--- src/rtl/gpalt_pkg.sv ---
// constants shared by the three-port pin block: register indices,
// reset values, field positions and interrupt sensitivity codes.
// assumes a wishbone slave with 32-bit data, registers on word indices.
package gpalt_pkg;
    // register indices, byte address is four times the index
    localparam logic [3:0] IDX_PA_LATCH = 4'h0;
    localparam logic [3:0] IDX_PA_DIR = 4'h1;
    localparam logic [3:0] IDX_PB_LATCH = 4'h2;
    localparam logic [3:0] IDX_PB_DIR = 4'h3;
    localparam logic [3:0] IDX_PC_LATCH = 4'h4;
    localparam logic [3:0] IDX_PC_DIR = 4'h5;
    localparam logic [3:0] IDX_IRQ_CFG1 = 4'h8;
    localparam logic [3:0] IDX_IRQ_CFG2 = 4'h9;
    localparam logic [3:0] IDX_MISC = 4'ha;
    localparam logic [3:0] IDX_IRQ_SENS = 4'hb;

    // values after reset
    localparam logic [7:0] LATCH_RST = 8'h00;
    localparam logic [7:0] DIR_RST = 8'h00;
    localparam logic [7:0] CFG_RST = 8'h00;
    localparam logic [5:0] PULLUP_RST = 6'h3f;
    localparam logic PREV_RST = 1'b1;

    // misc_control_reg bit positions
    localparam int MISC_CLKOUT_BIT = 0;
    localparam int MISC_USBTX_BIT = 1;

    // irq_sensitivity_field positions in the sensitivity register
    localparam int SENS_A_LSB = 0;
    localparam int SENS_B_LSB = 2;
    localparam int SENS_C_LSB = 4;

    // irq_sensitivity_field codes
    localparam logic [1:0] SENS_FALL_LOW = 2'b00;
    localparam logic [1:0] SENS_RISE = 2'b01;
    localparam logic [1:0] SENS_FALL = 2'b10;
    localparam logic [1:0] SENS_BOTH = 2'b11;
endpackage

--- src/rtl/gpalt_ports.sv ---
// three 8-pin ports with direction, latch, alternate functions and
// grouped external interrupt requests, behind a classic wishbone slave.
// assumes pin inputs synchronous to CORE_CLK; pads resolve OUT/OE.
//
// Contract
// - direction bit x sets pin x, 1 output
// - eight pins, each direction set independently
// - input pin reads back the pin level
// - output pin drives latch (pc0-1 open drain, drive only a low latch), reads return latch
// - output pins never raise external interrupts; peripheral-driven pins with dir low still can
// - enabled input pin event raises interrupt request
// - group pins combined by inverted AND
// - peripheral function overrides direction and latch
// - peripheral output forces pin to output mode
// - peripheral input pins still readable as level
// - converter channel select routes port A pins
// - port A 0-3 interrupts, pin 0 usb enable
// - port B alternate functions and interrupts 5-8
// - port C interrupts 9-12 and SPI pins
// - two-bit sensitivity selects edge or level trigger
// - latch writes always stored, even as input
`timescale 1ns/10ps
module gpalt_ports (
    input wire logic CORE_CLK, // 250 MHz cpu clock
    input wire logic RESET, // async, active high
    input wire logic CE, // clock enable, freezes all state when low
    input wire logic CYC_I, // wishbone cycle
    input wire logic STB_I, // wishbone strobe
    input wire logic WE_I, // wishbone write
    input wire logic [5:0] ADR_I, // byte address
    input wire logic [3:0] SEL_I, // byte selects, lane 0 used
    input wire logic [31:0] DAT_I, // write data
    output logic [31:0] DAT_O, // read data
    output logic ACK_O, // wishbone acknowledge
    input wire logic [7:0] PA_IN, // port A pin levels
    output logic [7:0] PA_OUT, // port A drive value
    output logic [7:0] PA_OE, // port A drive enable
    input wire logic [7:0] PB_IN, // port B pin levels
    output logic [7:0] PB_OUT, // port B drive value
    output logic [7:0] PB_OE, // port B drive enable
    input wire logic [7:0] PC_IN, // port C pin levels
    output logic [7:0] PC_OUT, // port C drive value
    output logic [7:0] PC_OE, // port C drive enable
    output logic [5:0] PC_PULLUP, // pull-ups of port C pins 7..2
    output logic IRQ_PORT_A, // request, interrupts 1-4
    output logic IRQ_PORT_B, // request, interrupts 5-8
    output logic IRQ_PORT_C, // request, interrupts 9-12
    input wire logic USB_TX_ACTIVE, // usb_tx_enable_out source
    input wire logic CLK_OUT_SRC, // cpu_clock_out source
    input wire logic SCI_TX_EN, // serial transmitter enabled
    input wire logic SCI_TXD, // serial transmit data
    output logic SERIAL_RX, // serial_receive_in to the sci
    output logic TIMER_CLK_IN, // timer_ext_clock_in to the timer
    output logic [1:0] TIMER_CAPTURE, // timer_capture_two, _one
    input wire logic [1:0] PULSE_OE, // pulse_out_two, _one enables
    input wire logic [1:0] PULSE_OUT, // pulse_out_two, _one values
    input wire logic SPI_EN, // spi enabled
    input wire logic [3:0] SPI_DRV_OE, // mosi, miso, ss, sck drive
    input wire logic [3:0] SPI_DRV, // mosi, miso, ss, sck values
    output logic [3:0] SPI_PIN_IN, // mosi, miso, ss, sck levels
    input wire logic ADC_ON, // converter active
    input wire logic [2:0] ADC_CHSEL, // converter channel select
    output logic [7:0] ANALOG_SEL // one-hot analog switch enables
);
    import gpalt_pkg::*;

    // read mux: output bits give the latch, input bits the pin
    function automatic logic [7:0] read_bits(input logic [7:0] dir,
            input logic [7:0] lat, input logic [7:0] pin);
        read_bits = (dir & lat) | (~dir & pin);
    endfunction

    // inverted-and combine, low while any enabled input pin is low
    function automatic logic group_level(input logic [3:0] pin,
            input logic [3:0] en, input logic [3:0] dir);
        group_level = &(pin | ~(en & ~dir));
    endfunction

    // trigger decision from the sensitivity code and the two levels
    // mode 00 is kept as a level, its falling edge is that level
    function automatic logic trigger(input logic [1:0] sens,
            input logic prev, input logic now);
        case (sens)
            SENS_FALL_LOW: trigger = ~now;
            SENS_RISE: trigger = ~prev & now;
            SENS_FALL: trigger = prev & ~now;
            SENS_BOTH: trigger = prev ^ now;
            default: trigger = 1'b0;
        endcase
    endfunction

    logic [7:0] latch_a, latch_b, latch_c;
    logic [7:0] dir_a, dir_b, dir_c;
    logic [7:0] irq_cfg1, irq_cfg2, misc, irq_sens;
    logic [7:0] next_latch_a, next_latch_b, next_latch_c;
    logic [7:0] next_dir_a, next_dir_b, next_dir_c;
    logic [7:0] next_irq_cfg1, next_irq_cfg2, next_misc, next_irq_sens;
    logic [31:0] next_dat;
    logic next_ack;
    logic [3:0] idx;
    logic wr;

    assign idx = ADR_I[5:2];
    // one-wait slave: ack the cycle after strobe, drop it the next
    // the ~ACK_O term keeps a strobe still held in the ack cycle
    // from writing a second time
    assign wr = CYC_I & STB_I & WE_I & ~ACK_O & SEL_I[0];

    // register file next values
    always_comb begin
        next_latch_a = latch_a;
        next_latch_b = latch_b;
        next_latch_c = latch_c;
        next_dir_a = dir_a;
        next_dir_b = dir_b;
        next_dir_c = dir_c;
        next_irq_cfg1 = irq_cfg1;
        next_irq_cfg2 = irq_cfg2;
        next_misc = misc;
        next_irq_sens = irq_sens;
        next_ack = CYC_I & STB_I & ~ACK_O;
        next_dat = DAT_O;
        if (wr) begin
            // latch stores even for input pins
            case (idx)
                IDX_PA_LATCH: next_latch_a = DAT_I[7:0];
                IDX_PA_DIR: next_dir_a = DAT_I[7:0];
                IDX_PB_LATCH: next_latch_b = DAT_I[7:0];
                IDX_PB_DIR: next_dir_b = DAT_I[7:0];
                IDX_PC_LATCH: next_latch_c = DAT_I[7:0];
                IDX_PC_DIR: next_dir_c = DAT_I[7:0];
                IDX_IRQ_CFG1: next_irq_cfg1 = DAT_I[7:0];
                IDX_IRQ_CFG2: next_irq_cfg2 = {4'h0, DAT_I[3:0]};
                IDX_MISC: next_misc = {6'h00, DAT_I[1:0]};
                IDX_IRQ_SENS: next_irq_sens = {2'h0, DAT_I[5:0]};
                default: ; // unmapped writes are dropped
            endcase
        end
        // pin levels are taken at the taking edge; a pin that moves
        // during the ack cycle shows up only on the next read
        if (CYC_I & STB_I & ~ACK_O) begin
            next_dat = 32'h0000_0000;
            case (idx)
                IDX_PA_LATCH: next_dat[7:0] = read_bits(dir_a, latch_a,
                    PA_IN);
                IDX_PA_DIR: next_dat[7:0] = dir_a;
                IDX_PB_LATCH: next_dat[7:0] = read_bits(dir_b, latch_b,
                    PB_IN);
                IDX_PB_DIR: next_dat[7:0] = dir_b;
                IDX_PC_LATCH: next_dat[7:0] = read_bits(dir_c, latch_c,
                    PC_IN);
                IDX_PC_DIR: next_dat[7:0] = dir_c;
                IDX_IRQ_CFG1: next_dat[7:0] = irq_cfg1;
                IDX_IRQ_CFG2: next_dat[7:0] = irq_cfg2;
                IDX_MISC: next_dat[7:0] = misc;
                IDX_IRQ_SENS: next_dat[7:0] = irq_sens;
                default: next_dat = 32'h0000_0000; // unmapped reads zero
            endcase
        end
    end

    // register file flops
    always_ff @(posedge CORE_CLK or posedge RESET) begin
        if (RESET) begin
            latch_a <= LATCH_RST;
            latch_b <= LATCH_RST;
            latch_c <= LATCH_RST;
            dir_a <= DIR_RST; // all pins start as inputs
            dir_b <= DIR_RST;
            dir_c <= DIR_RST;
            irq_cfg1 <= CFG_RST;
            irq_cfg2 <= CFG_RST;
            misc <= CFG_RST;
            irq_sens <= CFG_RST;
            ACK_O <= 1'b0;
            DAT_O <= 32'h0000_0000;
        end else if (CE) begin
            latch_a <= next_latch_a;
            latch_b <= next_latch_b;
            latch_c <= next_latch_c;
            dir_a <= next_dir_a;
            dir_b <= next_dir_b;
            dir_c <= next_dir_c;
            irq_cfg1 <= next_irq_cfg1;
            irq_cfg2 <= next_irq_cfg2;
            misc <= next_misc;
            irq_sens <= next_irq_sens;
            ACK_O <= next_ack;
            DAT_O <= next_dat;
        end
    end

    logic [7:0] next_pa_out, next_pa_oe, next_pb_out, next_pb_oe;
    logic [7:0] next_pc_out, next_pc_oe, next_analog;
    logic [5:0] next_pullup;
    logic [2:0] grp_now, grp_prev, next_irq;
    logic [1:0] next_capture;
    logic [3:0] next_spi_in;
    logic next_rx, next_tclk;

    // pin drive, peripheral routing and interrupt requests
    always_comb begin
        // plain i/o: direction selects drive, latch gives value
        next_pa_oe = dir_a;
        next_pa_out = latch_a;
        next_pb_oe = dir_b;
        next_pb_out = latch_b;
        // pc0-1 true open drain: only ever pull low
        next_pc_oe = {dir_c[7:2], dir_c[1:0] & ~latch_c[1:0]};
        next_pc_out = {latch_c[7:2], 2'b00};
        // peripheral outputs win over direction and latch
        if (misc[MISC_USBTX_BIT]) begin
            next_pa_oe[0] = 1'b1;
            next_pa_out[0] = USB_TX_ACTIVE;
        end
        if (misc[MISC_CLKOUT_BIT]) begin
            next_pb_oe[0] = 1'b1;
            next_pb_out[0] = CLK_OUT_SRC;
        end
        if (SCI_TX_EN) begin
            next_pb_oe[2] = 1'b1;
            next_pb_out[2] = SCI_TXD;
        end
        for (int i = 0; i < 2; i++) begin
            if (PULSE_OE[i]) begin
                next_pb_oe[6 + i] = 1'b1;
                next_pb_out[6 + i] = PULSE_OUT[i];
            end
        end
        // spi owns pc3-6; bidirectional pins rely on dir low
        if (SPI_EN) begin
            next_pc_oe[6:3] = SPI_DRV_OE;
            next_pc_out[6:3] = SPI_DRV;
        end
        // pull-ups only while the pin is not driven
        next_pullup = ~next_pc_oe[7:2];
        // peripheral inputs take the pin level directly
        next_rx = PB_IN[1];
        next_tclk = PB_IN[3];
        next_capture = PB_IN[5:4];
        next_spi_in = PC_IN[6:3];
        // converter switch, one pin per channel code
        next_analog = ADC_ON ? (8'h01 << ADC_CHSEL) : 8'h00;
        // one low pin holds its group low and so hides the others
        // group levels; pin must also be an input
        grp_now[0] = group_level(PA_IN[3:0], irq_cfg1[3:0],
            dir_a[3:0]);
        grp_now[1] = group_level(PB_IN[7:4], irq_cfg1[7:4],
            dir_b[7:4]);
        grp_now[2] = group_level(PC_IN[5:2], irq_cfg2[3:0],
            dir_c[5:2]);
        next_irq[0] = trigger(irq_sens[SENS_A_LSB +: 2], grp_prev[0],
            grp_now[0]);
        next_irq[1] = trigger(irq_sens[SENS_B_LSB +: 2], grp_prev[1],
            grp_now[1]);
        next_irq[2] = trigger(irq_sens[SENS_C_LSB +: 2], grp_prev[2],
            grp_now[2]);
    end

    // pin and request flops; outputs leave straight from here
    always_ff @(posedge CORE_CLK or posedge RESET) begin
        if (RESET) begin
            PA_OUT <= 8'h00;
            PA_OE <= 8'h00; // floating inputs at reset
            PB_OUT <= 8'h00;
            PB_OE <= 8'h00;
            PC_OUT <= 8'h00;
            PC_OE <= 8'h00;
            PC_PULLUP <= PULLUP_RST;
            SERIAL_RX <= 1'b0;
            TIMER_CLK_IN <= 1'b0;
            TIMER_CAPTURE <= 2'b00;
            SPI_PIN_IN <= 4'h0;
            ANALOG_SEL <= 8'h00;
            grp_prev <= {3{PREV_RST}};
            IRQ_PORT_A <= 1'b0;
            IRQ_PORT_B <= 1'b0;
            IRQ_PORT_C <= 1'b0;
        end else if (CE) begin
            PA_OUT <= next_pa_out;
            PA_OE <= next_pa_oe;
            PB_OUT <= next_pb_out;
            PB_OE <= next_pb_oe;
            PC_OUT <= next_pc_out;
            PC_OE <= next_pc_oe;
            PC_PULLUP <= next_pullup;
            SERIAL_RX <= next_rx;
            TIMER_CLK_IN <= next_tclk;
            TIMER_CAPTURE <= next_capture;
            SPI_PIN_IN <= next_spi_in;
            ANALOG_SEL <= next_analog;
            grp_prev <= grp_now;
            IRQ_PORT_A <= next_irq[0];
            IRQ_PORT_B <= next_irq[1];
            IRQ_PORT_C <= next_irq[2];
        end
    end
endmodule // gpalt_ports

--- config.mk ---
export PLATFORM = sky130hd
export DESIGN_NAME = gpalt_ports
export DESIGN_NICKNAME = d
export VERILOG_FILES = /design/src/rtl/gpalt_pkg.sv /design/src/rtl/gpalt_ports.sv
export SDC_FILE = /design/constraint.sdc
export NUM_CORES = 1
export LEC_CHECK = 0
export ABC_AREA = 1
export BUFFER_PORTS_ARGS = -buffer_cell sky130_fd_sc_hd__buf_2
export CAP_MARGIN = 0
export CORE_ASPECT_RATIO = 0.6
export CORE_MARGIN = 4
export CORE_UTILIZATION = 40
export CTS_CLUSTER_SIZE = 20
export DETAILED_ROUTE_END_ITERATION = 10
export HOLD_SLACK_MARGIN = 0.08
export SLEW_MARGIN = 0
export SYNTH_ARGS = -nofsm -noshare
export SYNTH_HDL_FRONTEND = slang
export SYNTH_SLANG_ARGS = --single-unit
--- constraint.sdc ---
create_clock -name CORE_CLK -period 10.6 [get_ports CORE_CLK]
set_clock_uncertainty 0.15 [all_clocks]
set_input_delay 1.59 -clock CORE_CLK [delete_from_list [all_inputs] [get_ports CORE_CLK]]
set_output_delay 1.59 -clock CORE_CLK [all_outputs]
set_load 0.05 [all_outputs]
Word level (Yosys, flattened, before mapping)
Index checks and enable logic that the tools add are counted.
{ "classes": {"addsub": 0, "multipliers": 0, "div_mod_pow": 0, "order_cmp": 0, "eq_ne": 18, "n_shift": 1, "muxes": 17, "bitwise_logic": 48, "reduce_logical": 18} }
{ "op_table": {"columns": ["operator", "n"], "rows": [
  ["$pmux 8 s10", 1],
  ["$and 8x8->8", 6],
  ["$reduce_and 3->1", 10],
  ["$not 4->4", 6],
  ["$not 8->8", 3],
  ["$or 8x8->8", 3],
  ["$eq 4x4->1 const B", 4],
  ["$and 4x4->4", 3],
  ["$eq 2x2->1 const B", 6],
  ["$or 4x4->4", 3],
  ["$pmux 1 s4", 3],
  ["$reduce_and 4->1", 3],
  ["$and 1x1->1", 11],
  ["$mux 1", 10],
  ["$eq 4x2->1 const B", 2],
  ["$eq 4x3->1 const B", 2],
  ["$mux 4", 2],
  ["$mux 8", 1],
  ["$shl 1x3->8 const A", 1],
  ["$not 1->1", 7],
  ["$eq 2x1->1 const B", 3],
  ["$logic_not 2->1", 3],
  ["$not 6->6", 1],
  ["$eq 4x1->1 const B", 1],
  ["5 further kinds", 7]
]} }
{ "word_totals": {"register_bits": 151, "latchBits": 0, "ramBits": 0, "romBits": 0, "inputBits": 93, "output_inout_bits": 106, "wordCells": 130, "n_memories": 0} }

Depth between registers and ports, before layout
{ "depth": {"ltp_word": 8, "mapped_depth": 10, "ltp_nobuf": 10} }

Worst setup path after synthesis
Ideal clock, no wire load.
{ "synth_path": {"path_kind": "input to register", "startpoint": "input port CE", "endpoint": "register dir_a[1]", "setup_ps": 128, "t_arrival_ps": 2540, "required_time_ps": 10322, "setup_slack_ps": 7782, "path_stages": 7, "n_path_buf": 2, "path_cell_list": "buf_2 -> nand4_2 -> nor2_8 -> nand3_2 -> buf_2 -> nand2_1 -> o21ai_1"} }
{ "synth_between": {"elab_chain_len": 1} }
{ "synth_rtl": {"columns": ["item", "line", "source"], "rows": [
  ["from (decl)", "gpalt_ports.sv:26", "input wire logic CE,"],
  ["$reduce_and 3->1 (no source line)", null, null],
  ["to (signal assigned)", "gpalt_ports.sv:181", "dir_a <= next_dir_a;"],
  ["to (decl)", "gpalt_ports.sv:93", "logic [7:0] dir_a, dir_b, dir_c;"]
]} }
Every way passes these cells.
A chain may end at the register's enable or synchronous reset.

Worst setup path in the final report
{ "layout_path": {"startpoint": "input port CE", "endpoint": "register dir_a[2]"} }
Same word-level chain as after synthesis.

==> metrics.yaml <==
clock_tree:
  cts_root_buffer: "clkbuf_16"
  cts_tree: "built"
  cts_max_level: 4
  clock_sinks: 151
  hold_buffers: 0
  path_clk_slew_ns: 0.07
  cts_made_buffers: 17
  cts-resized-gates: 0
  cts_setup_buffers: 0
  clk_path_buf_depth: 2
  insertion_delay_ns: 0.43
critical_path:
  endpoint_kind: "register"
  reg2reg_slack_ns: 8.57
  crit_type: "input port to register"
  r2r-start: "dir_a[0]"
  crit_arrival_ns: 3.60
  r2r_end: "IRQ_PORT_A"
  worstPathRequired_ns: 10.74
  r2r_cells: 9
  critPathLaunchType: "input port"
  cp-startpoint: "CE"
  cp_max_fo: 62
yosys:
  async_reset_ff_share_pct: 100
  yosysTopAreaCell: "dfrtp_1"
  ys_top_cells_by_count: "nand2_1, dfrtp_1, o21ai_0, o21ai_1, inv_1"
  synth_warnings: 0
  avgSynthCellArea_um2: 7.99
  yosysTopAreaCellShare_pct: 49.9
  netlist_area_um2: 7110
  ys_dominant_reg_cell: "dfrtp_1"
  synth_edf_count: 0
  synth.distinct_cells: 28
  syn-instance-count: 890
  ys_ff_latch: 151
  synth.most_common_cell: "nand2_1"
  yosysSeqAreaShare_pct: 53.3
  yosys-top-cells-area: "dfrtp_1, nand2_1, o21ai_0, o21ai_1, dfstp_2"
global_routing:
  grt_pass1_vias: 5682
  overflow: 0
  track_usage_pct: 20.7
  antenna_found_initial: 0
  grt_max_degree: 79
  grt_pass1_wl_mm: 32.8
route:
  drt_iter0_drc: 542
  met2_length_mm: 8.23
  routed-via-count: 6191
  highest_layer: "met4"
  wl_per_cell_um: 16.2
  wirelength_mm: 20.6
  ant_nets: 0
  drc: 0
  met1_length_mm: 10.6
  routed-wl-met3_mm: 1.61
  drtPass1Iterations: 5
  vias_per_cell: 4.86
timing:
  slew_violations: 0
  max-slew-margin-rel_pct: 38.2
  setup_tns_ns: 0
  final.min_clock_period_ns: 3.47
  period_share_pct: 32.7
  fin_ws_ns: 7.13
  fmax_mhz: 288
  hold_violations: 0
  tightest_slew_ns: 0.927
  setup_viol: 0
  rsz0062_at_grt: "no"
cells_and_area:
  num-fill-cells: 1720
  diodes: 0
  area_delta_synth_final_pct: 20.1
  nNetsFinal: 1127
  seq_area_um2: 3790
  multi_input_area_um2: 2850
  drive_gt1_share_pct: 20.6
die:
  die-area_um2: 20100
  coreArea_um2: 17300
  num_rows: 37
  die_w_um: 180
  ios: 199
  start_util_pct: 41.2
  die_y_um: 111
placement:
  portBuffers: 143
  place.detailed.hpwl_mm: 15.2
  gp_congestion: 0.948
  dp_slack_ns: 6.63
job:
  cap_violations: 0
power_and_ir_drop:
  power_density_nw_per_um2: 174
  p_leak_nw: 4.57
  ir_drop_v: 0.000104
hold_path:
  min_delay_path_depth: 2
  min_to: "PC_PULLUP[4]"
  hold_start: "PC_PULLUP[4]"
  min_path_type: "register to register"
status:
  status: "completed"
-- cell families after synthesis --
family | after synthesis | share of synthesized area [%]
AOI/OAI and AO/OA | 158 | 11.4
adders and majority gates | 6 | 1.06
buffers and inverters | 123 | 8.04
DFF | 151 | 53.3
muxes | 1 | 0.141
other | 1 | 0.0527
and+or+nand+nor | 450 | 26.0
-- metrics by stage --
step	cells	hold slack (ns)	utilization (%)	area, µm²	power [mW]
floorplan	915	0.309	-	7210	0.814
global placement	1243	0.301	46.0	7940	0.873
detailed placement	1243	0.305	46.0	7940	0.875
CTS	1275	0.318	49.5	8540	1.50
global route	1275	0.327	49.5	8540	1.55
finish	1275	0.314	49.5	8540	1.49
-- power by group --
part	switching [mW]	leakage [nW]	internal, mW
Combinational	0.179	2.25	0.0488
Sequential	0.0237	2.02	0.611
Clock	0.269	0.298	0.358
Total	0.473	4.57	1.02
-- cell usage in the layout (no fill, tap or decap), types with 2 or more instances in the layout --
cell,Yosys,final
inv_6,0,8
ha_1,6,6
nand2_2,7,7
nand3_1,37,37
clkbuf_16,0,17
conb_1,1,26
dfrtp_1,142,142
a31oi_1,3,3
nand3b_1,5,5
buf_4,26,3
dfstp_2,9,9
bufinv_16,0,2
a21oi_1,12,12
buf_2,10,143
inv_2,7,8
o21ai_0,70,70
o21ai_1,66,66
nand3_2,2,2
inv_8,0,4
o211ai_1,3,3
nor2_2,2,2
nand2_1,338,338
inv_1,63,62
nor2_4,5,5
nor2_1,52,52
o21a_1,4,4
-- worst max-delay path: stages --
cell and delay, ns:
buf_2 0.08, buf_4 0.50, nand4_2 0.49, nor2_8 0.34
nand3_2 0.36, nand2_1 0.16, o21ai_1 0.07
-- metal layers --
layer / up-vias / global-route usage (%)
met5: - / 0
met4: 0 / 4.38
met3: 13 / 5.11
met2: 223 / 27.7
met1: 2872 / 33.5
li1: 3083 / -
-- worst max-delay path by stage --
stage | to | slack (ns) | cells past startpoint
after floorplan | ACK_O | 4.81 | 1
after CTS | dir_a[2] | 7.08 | 7
after global routing | dir_a[0] | 6.88 | 7
after detailed placement | dir_a[2] | 6.63 | 7
after global placement | dir_a[4] | 6.64 | 7
final | dir_a[2] | 7.13 | 7
-- cell type report --
cell class | count | area share (%)
flip-flops and latches | 151 | 44.4
clock inverters | 15 | 2.09
well taps | 234 | 3.43
multi-input cells | 641 | 33.3
inverters | 71 | 3.18
repair buffers | 146 | 8.64
clock buffers | 17 | 4.98
Power figures use the tool's default switching activity.
